## config.mk

```make
export PLATFORM = sky130hd
export DESIGN_NAME = sbs_slip_status
export DESIGN_NICKNAME = d
export VERILOG_FILES = /design/src/design/sbs_pkg.sv /design/src/design/sbs_buf_if.sv /design/src/design/sbs_lock_tracker.sv /design/src/design/sbs_slip_buffer.sv /design/src/design/sbs_slip_status.sv
export SDC_FILE = /design/constraint.sdc
export NUM_CORES = 1
export LEC_CHECK = 0
export BUFFER_PORTS_ARGS = -buffer_cell sky130_fd_sc_hd__buf_2
export CORE_ASPECT_RATIO = 0.6
export CORE_UTILIZATION = 45
export DETAILED_ROUTE_END_ITERATION = 8
export HOLD_SLACK_MARGIN = 0.15
export MAX_ROUTING_LAYER = met4
export PLACE_DENSITY = 0.64
export SYNTH_ARGS = -nofsm -noshare
export SYNTH_HDL_FRONTEND = slang
export SYNTH_HIERARCHICAL = 1
export SYNTH_SLANG_ARGS = --single-unit
```

## constraint.sdc

```tcl
create_clock -name clk_i -period 2.6 [get_ports clk_i]
set_clock_uncertainty 0.1 [all_clocks]
set_input_delay 0.39 -clock clk_i [delete_from_list [all_inputs] [get_ports clk_i]]
set_output_delay 0.39 -clock clk_i [all_outputs]
set_load 0.005 [all_outputs]
```

## src/design/sbs_pkg.sv

```systemverilog
/*
 * sbs_pkg: shared constants for the slip buffer status block.
 * assumes: an 8-bit register port and E1 frames of 32 octets.
 */
package sbs_pkg;
    // =========================================================
    // register map
    // =========================================================
    localparam logic [7:0] SBS_ADDR_STATUS = 8'h08; // slip_event_status
    localparam logic [7:0] SBS_ADDR_MASK = 8'h09;
    localparam logic [7:0] SBS_ADDR_FRAMING = 8'h0a;
    localparam logic [7:0] SBS_RESET_VAL = 8'h00;

    // =========================================================
    // slip_event_status fields
    // =========================================================
    localparam int SBS_BIT_TX_OVF = 7;
    localparam int SBS_BIT_TX_UNF = 6;
    localparam int SBS_BIT_TX_SLIP = 5;
    localparam int SBS_BIT_CAS_LOCK = 4;
    localparam int SBS_BIT_CRC_LOCK = 3;
    localparam int SBS_BIT_RX_OVF = 2;
    // sticky bits; the lock bits are live and never stored
    localparam logic [7:0] SBS_STICKY_MASK = 8'he4;

    // =========================================================
    // framing register fields
    // =========================================================
    localparam int SBS_FR_CAS_EN = 0;
    localparam int SBS_FR_CRC_EN = 1;
    localparam int SBS_FR_CAS_SEL = 2;
    localparam int SBS_FR_CRC_SEL = 3;
    localparam int SBS_FR_CAS_THR_LO = 4;
    localparam int SBS_FR_CRC_THR_LO = 6;
    localparam int SBS_THR_W = 2;

    // =========================================================
    // buffer geometry
    // =========================================================
    localparam int SBS_DATA_W = 8;
    localparam int SBS_FRAME_LEN = 32;
    localparam int SBS_FRAMES = 2;
    localparam int SBS_DEPTH = SBS_FRAME_LEN * SBS_FRAMES;
    localparam int SBS_PTR_W = 6;
    localparam int SBS_CNT_W = 7;
    localparam logic [SBS_PTR_W-1:0] SBS_FRAME_STEP = 6'h20;
    localparam logic [SBS_CNT_W-1:0] SBS_FRAME_CNT = 7'h20;
    localparam logic [SBS_CNT_W-1:0] SBS_FULL_CNT = 7'h40;
    localparam logic [SBS_CNT_W-1:0] SBS_EMPTY_CNT = 7'h00;

    // lock tracker states
    typedef enum logic [1:0] {SBS_HUNT, SBS_CONFIRM, SBS_LOCKED} sbs_lock_state_e;
endpackage : sbs_pkg

```

## src/design/sbs_buf_if.sv

```systemverilog
/*
 * sbs_buf_if: carries one slip buffer's ports between the status top and the buffer.
 * assumes: single clock, each strobe high one cycle per transfer.
 */
`timescale 1ns/1ps
`default_nettype none
interface sbs_buf_if;
    import sbs_pkg::*;
    logic wr_valid;
    logic [SBS_DATA_W-1:0] wr_data;
    logic rd_en;
    logic [SBS_DATA_W-1:0] rd_data;
    logic overflow;
    logic underflow;

    modport buffer (input wr_valid, input wr_data, input rd_en,
                    output rd_data, output overflow, output underflow);
    modport user (output wr_valid, output wr_data, output rd_en,
                  input rd_data, input overflow, input underflow);
endinterface : sbs_buf_if
`default_nettype wire

```

## src/design/sbs_lock_tracker.sv

```systemverilog
/*
 * sbs_lock_tracker: declares and drops multiframe lock from pattern checks.
 * assumes: ok and err are one-cycle pulses, one per received alignment pattern.
 */
`timescale 1ns/1ps
`default_nettype none
module sbs_lock_tracker
    import sbs_pkg::*;
(
    // clock and reset
    input wire logic clk_i,
    input wire logic reset_n_i,
    // configuration
    input wire logic enable_i,
    input wire logic confirm_sel_i,
    input wire logic [SBS_THR_W-1:0] loss_thr_i,
    // pattern checks
    input wire logic align_ok_i,
    input wire logic align_err_i,
    // status
    output logic locked_o
);
    // =========================================================
    // lock state machine
    // =========================================================
    sbs_lock_state_e state_q, state_d;
    logic [SBS_THR_W:0] err_q, err_d;
    logic [SBS_THR_W:0] limit;

    // field value n means n+1 consecutive errored patterns
    assign limit = {1'b0, loss_thr_i} + {{SBS_THR_W{1'b0}}, 1'b1};

    always_comb begin
        state_d = state_q;
        err_d = err_q;
        case (state_q)
            SBS_HUNT: begin
                err_d = '0;
                if (align_ok_i) begin
                    state_d = confirm_sel_i ? SBS_CONFIRM : SBS_LOCKED;
                end
            end
            SBS_CONFIRM: begin
                if (align_ok_i) begin
                    state_d = SBS_LOCKED;
                end else if (align_err_i) begin
                    state_d = SBS_HUNT;
                end
            end
            SBS_LOCKED: begin
                if (align_err_i) begin
                    err_d = err_q + {{SBS_THR_W{1'b0}}, 1'b1};
                    if (err_d == limit) begin
                        state_d = SBS_HUNT;
                    end
                end else if (align_ok_i) begin
                    err_d = '0; // a good pattern breaks the run
                end
            end
            default: state_d = SBS_HUNT;
        endcase
        // with alignment off the tracker just idles in hunt
        if (!enable_i) begin
            state_d = SBS_HUNT;
            err_d = '0;
        end
    end

    always_ff @(posedge clk_i) begin
        if (!reset_n_i) begin
            state_q <= SBS_HUNT;
            err_q <= '0;
        end else begin
            state_q <= state_d;
            err_q <= err_d;
        end
    end

    assign locked_o = (state_q == SBS_LOCKED);
endmodule : sbs_lock_tracker
`default_nettype wire

```

## src/design/sbs_slip_buffer.sv

```systemverilog
/*
 * sbs_slip_buffer: two-frame elastic store that slips by whole frames.
 * assumes: writer and reader share clk_i; the reader never waits.
 */
`timescale 1ns/1ps
`default_nettype none
module sbs_slip_buffer
    import sbs_pkg::*;
(
    // clock and reset
    input wire logic clk_i,
    input wire logic reset_n_i,
    // buffer ports
    sbs_buf_if.buffer bus
);
    // =========================================================
    // storage and pointers
    // =========================================================
    logic [SBS_DATA_W-1:0] mem_q [SBS_DEPTH];
    logic [SBS_DATA_W-1:0] mem_d [SBS_DEPTH];
    logic [SBS_PTR_W-1:0] wp_q, wp_d, rp_q, rp_d;
    logic [SBS_CNT_W-1:0] cnt_q, cnt_d;
    logic [SBS_DATA_W-1:0] rd_data_q, rd_data_d;
    logic ovf_q, ovf_d, unf_q, unf_d;

    // next state: a slip moves the read pointer a full frame before the access
    always_comb begin
        wp_d = wp_q;
        rp_d = rp_q;
        cnt_d = cnt_q;
        rd_data_d = rd_data_q;
        ovf_d = bus.wr_valid && (cnt_q == SBS_FULL_CNT);
        unf_d = bus.rd_en && (cnt_q == SBS_EMPTY_CNT);
        if (ovf_d) begin
            // drop the oldest frame so the newest data survives
            rp_d = rp_d + SBS_FRAME_STEP;
            cnt_d = cnt_d - SBS_FRAME_CNT;
        end
        if (unf_d) begin
            // the last frame read is still in store: read it again
            rp_d = rp_d - SBS_FRAME_STEP;
            cnt_d = cnt_d + SBS_FRAME_CNT;
        end
        if (bus.rd_en) begin
            rd_data_d = mem_q[rp_d];
            rp_d = rp_d + 6'h01;
            cnt_d = cnt_d - 7'h01;
        end
        if (bus.wr_valid) begin
            wp_d = wp_q + 6'h01;
            cnt_d = cnt_d + 7'h01;
        end
    end

    // one write port over all entries
    genvar gi;
    generate
        for (gi = 0; gi < SBS_DEPTH; gi++) begin : g_entry
            assign mem_d[gi] = (bus.wr_valid && (wp_q == SBS_PTR_W'(gi))) ?
                               bus.wr_data : mem_q[gi];
            always_ff @(posedge clk_i) begin
                mem_q[gi] <= mem_d[gi];
            end
        end
    endgenerate

    // pointer registers; stored data needs no reset
    always_ff @(posedge clk_i) begin
        if (!reset_n_i) begin
            wp_q <= '0;
            rp_q <= '0;
            cnt_q <= SBS_EMPTY_CNT;
            rd_data_q <= '0;
            ovf_q <= 1'b0;
            unf_q <= 1'b0;
        end else begin
            wp_q <= wp_d;
            rp_q <= rp_d;
            cnt_q <= cnt_d;
            rd_data_q <= rd_data_d;
            ovf_q <= ovf_d;
            unf_q <= unf_d;
        end
    end

    assign bus.rd_data = rd_data_q;
    assign bus.overflow = ovf_q;
    assign bus.underflow = unf_q;
endmodule : sbs_slip_buffer
`default_nettype wire

```

## src/design/sbs_slip_status.sv

```systemverilog
/*
 * sbs_slip_status: slip buffer event flags, multiframe lock report and interrupt.
 * assumes: one 40 MHz clock for all logic, a plain register port,
 * and framer checks that pulse once per received alignment pattern.
 */
`timescale 1ns/1ps
`default_nettype none
module sbs_slip_status
    import sbs_pkg::*;
(
    // clock and reset
    input wire logic clk_i,
    input wire logic reset_n_i,
    // register port
    input wire logic [7:0] reg_addr_i,
    input wire logic [7:0] reg_wdata_i,
    input wire logic reg_wr_i,
    input wire logic reg_rd_i,
    output logic [7:0] reg_rdata_o,
    // transmit slip buffer, backplane writes and line reads
    input wire logic tx_wr_valid_i,
    input wire logic [SBS_DATA_W-1:0] tx_wr_data_i,
    input wire logic tx_rd_en_i,
    output logic [SBS_DATA_W-1:0] tx_rd_data_o,
    // receive slip buffer, line writes and backplane reads
    input wire logic rx_wr_valid_i,
    input wire logic [SBS_DATA_W-1:0] rx_wr_data_i,
    input wire logic rx_rd_en_i,
    output logic [SBS_DATA_W-1:0] rx_rd_data_o,
    // framer alignment checks
    input wire logic cas_align_ok_i,
    input wire logic cas_align_err_i,
    input wire logic crc_align_ok_i,
    input wire logic crc_align_err_i,
    // interrupt
    output logic irq_o
);
    // =========================================================
    // slip buffers
    // =========================================================
    sbs_buf_if tx_bus ();
    sbs_buf_if rx_bus ();

    assign tx_bus.wr_valid = tx_wr_valid_i;
    assign tx_bus.wr_data = tx_wr_data_i;
    assign tx_bus.rd_en = tx_rd_en_i;
    assign tx_rd_data_o = tx_bus.rd_data;
    assign rx_bus.wr_valid = rx_wr_valid_i;
    assign rx_bus.wr_data = rx_wr_data_i;
    assign rx_bus.rd_en = rx_rd_en_i;
    assign rx_rd_data_o = rx_bus.rd_data;

    // transmit buffer: overflow drops a frame, underflow repeats one
    sbs_slip_buffer u_tx_buf (
        .clk_i(clk_i),
        .reset_n_i(reset_n_i),
        .bus(tx_bus.buffer)
    );

    // receive buffer: its underflow drives no flag and no port
    sbs_slip_buffer u_rx_buf (
        .clk_i(clk_i),
        .reset_n_i(reset_n_i),
        .bus(rx_bus.buffer)
    );

    // =========================================================
    // configuration registers
    // =========================================================
    logic [7:0] mask_q, mask_d;
    logic [7:0] framing_q, framing_d;
    logic wr_mask, wr_framing, wr_status, rd_status;

    assign wr_mask = reg_wr_i && (reg_addr_i == SBS_ADDR_MASK);
    assign wr_framing = reg_wr_i && (reg_addr_i == SBS_ADDR_FRAMING);
    assign wr_status = reg_wr_i && (reg_addr_i == SBS_ADDR_STATUS);
    assign rd_status = reg_rd_i && (reg_addr_i == SBS_ADDR_STATUS);

    // plain read-write registers
    always_comb begin
        mask_d = wr_mask ? reg_wdata_i : mask_q;
        framing_d = wr_framing ? reg_wdata_i : framing_q;
    end

    always_ff @(posedge clk_i) begin
        if (!reset_n_i) begin
            mask_q <= SBS_RESET_VAL;
            framing_q <= SBS_RESET_VAL;
        end else begin
            mask_q <= mask_d;
            framing_q <= framing_d;
        end
    end

    // =========================================================
    // multiframe lock trackers
    // =========================================================
    logic cas_locked, crc_locked;

    // signaling multiframe; disabled signaling parks it in hunt
    sbs_lock_tracker u_cas_lock (
        .clk_i(clk_i),
        .reset_n_i(reset_n_i),
        .enable_i(framing_q[SBS_FR_CAS_EN]),
        .confirm_sel_i(framing_q[SBS_FR_CAS_SEL]),
        .loss_thr_i(framing_q[SBS_FR_CAS_THR_LO +: SBS_THR_W]),
        .align_ok_i(cas_align_ok_i),
        .align_err_i(cas_align_err_i),
        .locked_o(cas_locked)
    );

    // crc multiframe; same criteria machinery, own settings
    sbs_lock_tracker u_crc_lock (
        .clk_i(clk_i),
        .reset_n_i(reset_n_i),
        .enable_i(framing_q[SBS_FR_CRC_EN]),
        .confirm_sel_i(framing_q[SBS_FR_CRC_SEL]),
        .loss_thr_i(framing_q[SBS_FR_CRC_THR_LO +: SBS_THR_W]),
        .align_ok_i(crc_align_ok_i),
        .align_err_i(crc_align_err_i),
        .locked_o(crc_locked)
    );

    // =========================================================
    // event flags
    // =========================================================
    logic [7:0] flags_q, flags_d;
    logic [7:0] flag_set, flag_clr, status_view;

    // event pulses land on their bit positions
    always_comb begin
        flag_set = '0;
        flag_set[SBS_BIT_TX_OVF] = tx_bus.overflow;
        flag_set[SBS_BIT_TX_UNF] = tx_bus.underflow;
        flag_set[SBS_BIT_TX_SLIP] = tx_bus.overflow | tx_bus.underflow;
        flag_set[SBS_BIT_RX_OVF] = rx_bus.overflow;
    end

    // read clears all sticky bits, a write of one clears single bits
    assign flag_clr = rd_status ? SBS_STICKY_MASK : (wr_status ? reg_wdata_i : 8'h00);

    // set wins over clear so an event in the read cycle shows next read
    always_comb begin
        flags_d = ((flags_q & ~flag_clr) | flag_set) & SBS_STICKY_MASK;
    end

    always_ff @(posedge clk_i) begin
        if (!reset_n_i) begin
            flags_q <= SBS_RESET_VAL;
        end else begin
            flags_q <= flags_d;
        end
    end

    // lock bits are live, never latched
    always_comb begin
        status_view = flags_q;
        status_view[SBS_BIT_CAS_LOCK] = cas_locked;
        status_view[SBS_BIT_CRC_LOCK] = crc_locked;
    end

    // =========================================================
    // read data and interrupt
    // =========================================================
    logic [7:0] rdata_q, rdata_d;

    // one cycle after the strobe, zero otherwise and for unmapped addresses
    always_comb begin
        rdata_d = 8'h00;
        if (reg_rd_i) begin
            case (reg_addr_i)
                SBS_ADDR_STATUS: rdata_d = status_view;
                SBS_ADDR_MASK: rdata_d = mask_q;
                SBS_ADDR_FRAMING: rdata_d = framing_q;
                default: rdata_d = 8'h00;
            endcase
        end
    end

    always_ff @(posedge clk_i) begin
        if (!reset_n_i) begin
            rdata_q <= 8'h00;
        end else begin
            rdata_q <= rdata_d;
        end
    end

    assign reg_rdata_o = rdata_q;
    // only sticky bits interrupt; a lock bit would hold the line forever
    assign irq_o = |(flags_q & mask_q);
endmodule : sbs_slip_status
`default_nettype wire

```

==> out/results.tsv <==
metric	value	unit
Num Clock Sinks	1119	
run status	complete, but fails checks	
clock-pin slew on the worst setup and hold paths	0.07	ns
Setup crit end kind	flip-flop	
Pwr per Cell Area	749	mW/mm2
number of global-route vias before repair	23600	
Final GP Congestion	0.906	
Slew headroom	0.331	
sum of buffers and inverters on the critical path	2	
routed vias/inst	5.95	
Worst VDD drop	0.550	mV
final hold slack	0.179	ns
layout net count	2712	
Vias	24100	
Slew Limit Fails	0	
final worst slack	-0.00168	ns
DR pass1 iterations	6	
share of layout cells above drive strength 1	0.290	
GR Overflow Total	0	
synthesis-to-layout area growth	16.9	%
CTS tree	built	
Hold Crit Class	in -> reg	
failing checks	setup timing	
largest net degree at the start of global routing	65	
period utilization	1.00	
Required @ worst endpoint	3.08	ns
synthesized net count	2361	
DRC violations left	0	
initial core utilization	0.458	
first-pass GRT wire length	160000	um
# rows	88	
worst-path cell chain	buf_4, clkbuf_16, mux4_2, a221oi_1, mux2i_1, a221o_1	
setup TNS	-0.00168	ns
Leakage	16.8	nW
Final setup viols	1	
Num CTS Buffers	102	
initial antenna violation count	0	
root buf cell	clkbuf_16	
Crit path max-delay family	compound AO/OA/AOI/OAI gates	
1st-iter DRT viols	3184	
GRT Util Overall	0.226	
Synth warnings	6	
CP max-delay cell	mux4_2	
CP max FO	16	
min cycle time layout	2.60	ns
Routed Antenna Nets	0	
synthesized area per cell	19.3	um2
fmax	0.384	GHz
final hold viol count	0	
crit-path max cell delay	0.58	ns
Syn Inst Count	2297	
Post-Syn Area	0.0444	mm2
HPWL after detailed placement	72700	um
H-Tree Level Count	3	
RSZ-0062 raised after global routing	true	
Slew @ Worst Pin	1.00	ns
Die Span X	408	um
maxcap violations	0	
CTS max path bufs	3	
clk_lat worst skew	0.70	ns
drt total wl	110000	um
I/O pin count	69	
Buffers on Ports	68	
core area	0.0970	mm2
Die Span Y	245	um
startpoint type of the worst setup path	flip-flop	
die area	0.100	mm2
CP Data Arrival Time	3.09	ns
Setup CP Type	reg -> reg	
wire length per cell	27.3	um
[state kept, by name, summed over array words and instances, names as in the netlist]
name,flops
u_tx_buf/cnt_q,7
u_rx_buf/wp_q,6
u_tx_buf/mem_q,512
u_crc_lock/err_q,3
u_rx_buf/bus.overflow,1
u_tx_buf/wp_q,6
u_cas_lock/err_q,3
u_rx_buf/cnt_q,7
u_tx_buf/rp_q,6
u_tx_buf/bus.rd_data,8
framing_q,8
reg_rdata_o,8
u_tx_buf/bus.underflow,1
u_rx_buf/rp_q,6
u_rx_buf/mem_q,512
u_tx_buf/bus.overflow,1
u_rx_buf/bus.rd_data,8
mask_q,8
flags_q,4
u_cas_lock/state_q,2
u_crc_lock/state_q,2
[final cells by class]
class | count | area (um2)
fill | 7404 | 45000
inverter | 16 | 60.1
clock buffer | 135 | 2850
tap | 1305 | 1630
timing repair buffer | 381 | 3180
clock inverter | 58 | 576
multi-input combinational | 1028 | 11000
sequential | 1119 | 32700
antenna | 1 | 2.50
[cell usage in the layout (no fill, tap or decap), types with 29 or more instances in the layout]
master,n
buf_2,68
clkbuf_16,112
a211oi_1,29
nand2_1,89
buf_4,243
a22oi_1,86
dfxtp_1,91
edfxtp_1,1024
dlygate4sd3_1,41
mux4_2,245
mux2i_1,45
nor2_1,187
[metal layers]
metal | track usage | wire length, um | vias to the layer above
met2 | 0.280 | 43400 | 1275
met4 | 0.0430 | 1530 | 0
met1 | 0.360 | 51800 | 12600
met5 | - | 0 | -
met3 | 0.0696 | 13500 | 133
li1 | - | - | 10100
[through the flow]
| step | std cells | setup slack, ns | util | total power [W] | cell area [um2] |
|---|---|---|---|---|---|
| finish | 4043 | -0.00168 | 0.536 | 0.0389 | 52000 |
| CTS | 4030 | 0.00882 | 0.533 | 0.0390 | 51700 |
| floorplan | 2297 | 0.217 | - | 0.0224 | 44400 |
| global placement | 3796 | 0.0184 | 0.493 | 0.0236 | 47900 |
| detailed placement | 3796 | 0.0329 | 0.493 | 0.0237 | 47900 |
| global route | 4042 | -0.0247 | 0.536 | 0.0401 | 52000 |
[repair_timing]
item                       CTS  global route
hold endpoints to repair   227             0
resized for setup            0            18
setup endpoints to repair    0            14
hold buffers                41             0
setup buffers                0             8
[worst paths after layout]
kind / startpoint / to / slack [ns] / depth (start not counted)
hold reg to reg: mask_q[0] / mask_q[0] / 0.37 / 2
setup / recovery: u_rx_buf/rp_q[0] / u_rx_buf/bus.rd_data[0] / -0.002 / 6
hold / removal: tx_wr_data_i[6] / u_tx_buf/mem_q[0][6] / 0.18 / 1
setup reg to reg: u_rx_buf/rp_q[0] / u_rx_buf/bus.rd_data[0] / -0.002 / 6
[worst register-to-register path, delay by kind of cell, from the launching register on]
kind                   cells  cell delay [ns]
AO/OA/AOI/OAI              2             0.77
flip-flops                 1             0.48
buffers and inverters      2             0.40
multiplexers               2             0.76
[power breakdown]
group | leakage, nW | internal, W | switching [W]
combinational | 5.19 | 0.00150 | 0.00202
clock | 1.66 | 0.00874 | 0.00664
sequential | 9.99 | 0.0198 | 0.000208
(Power assumes the default switching activity.)
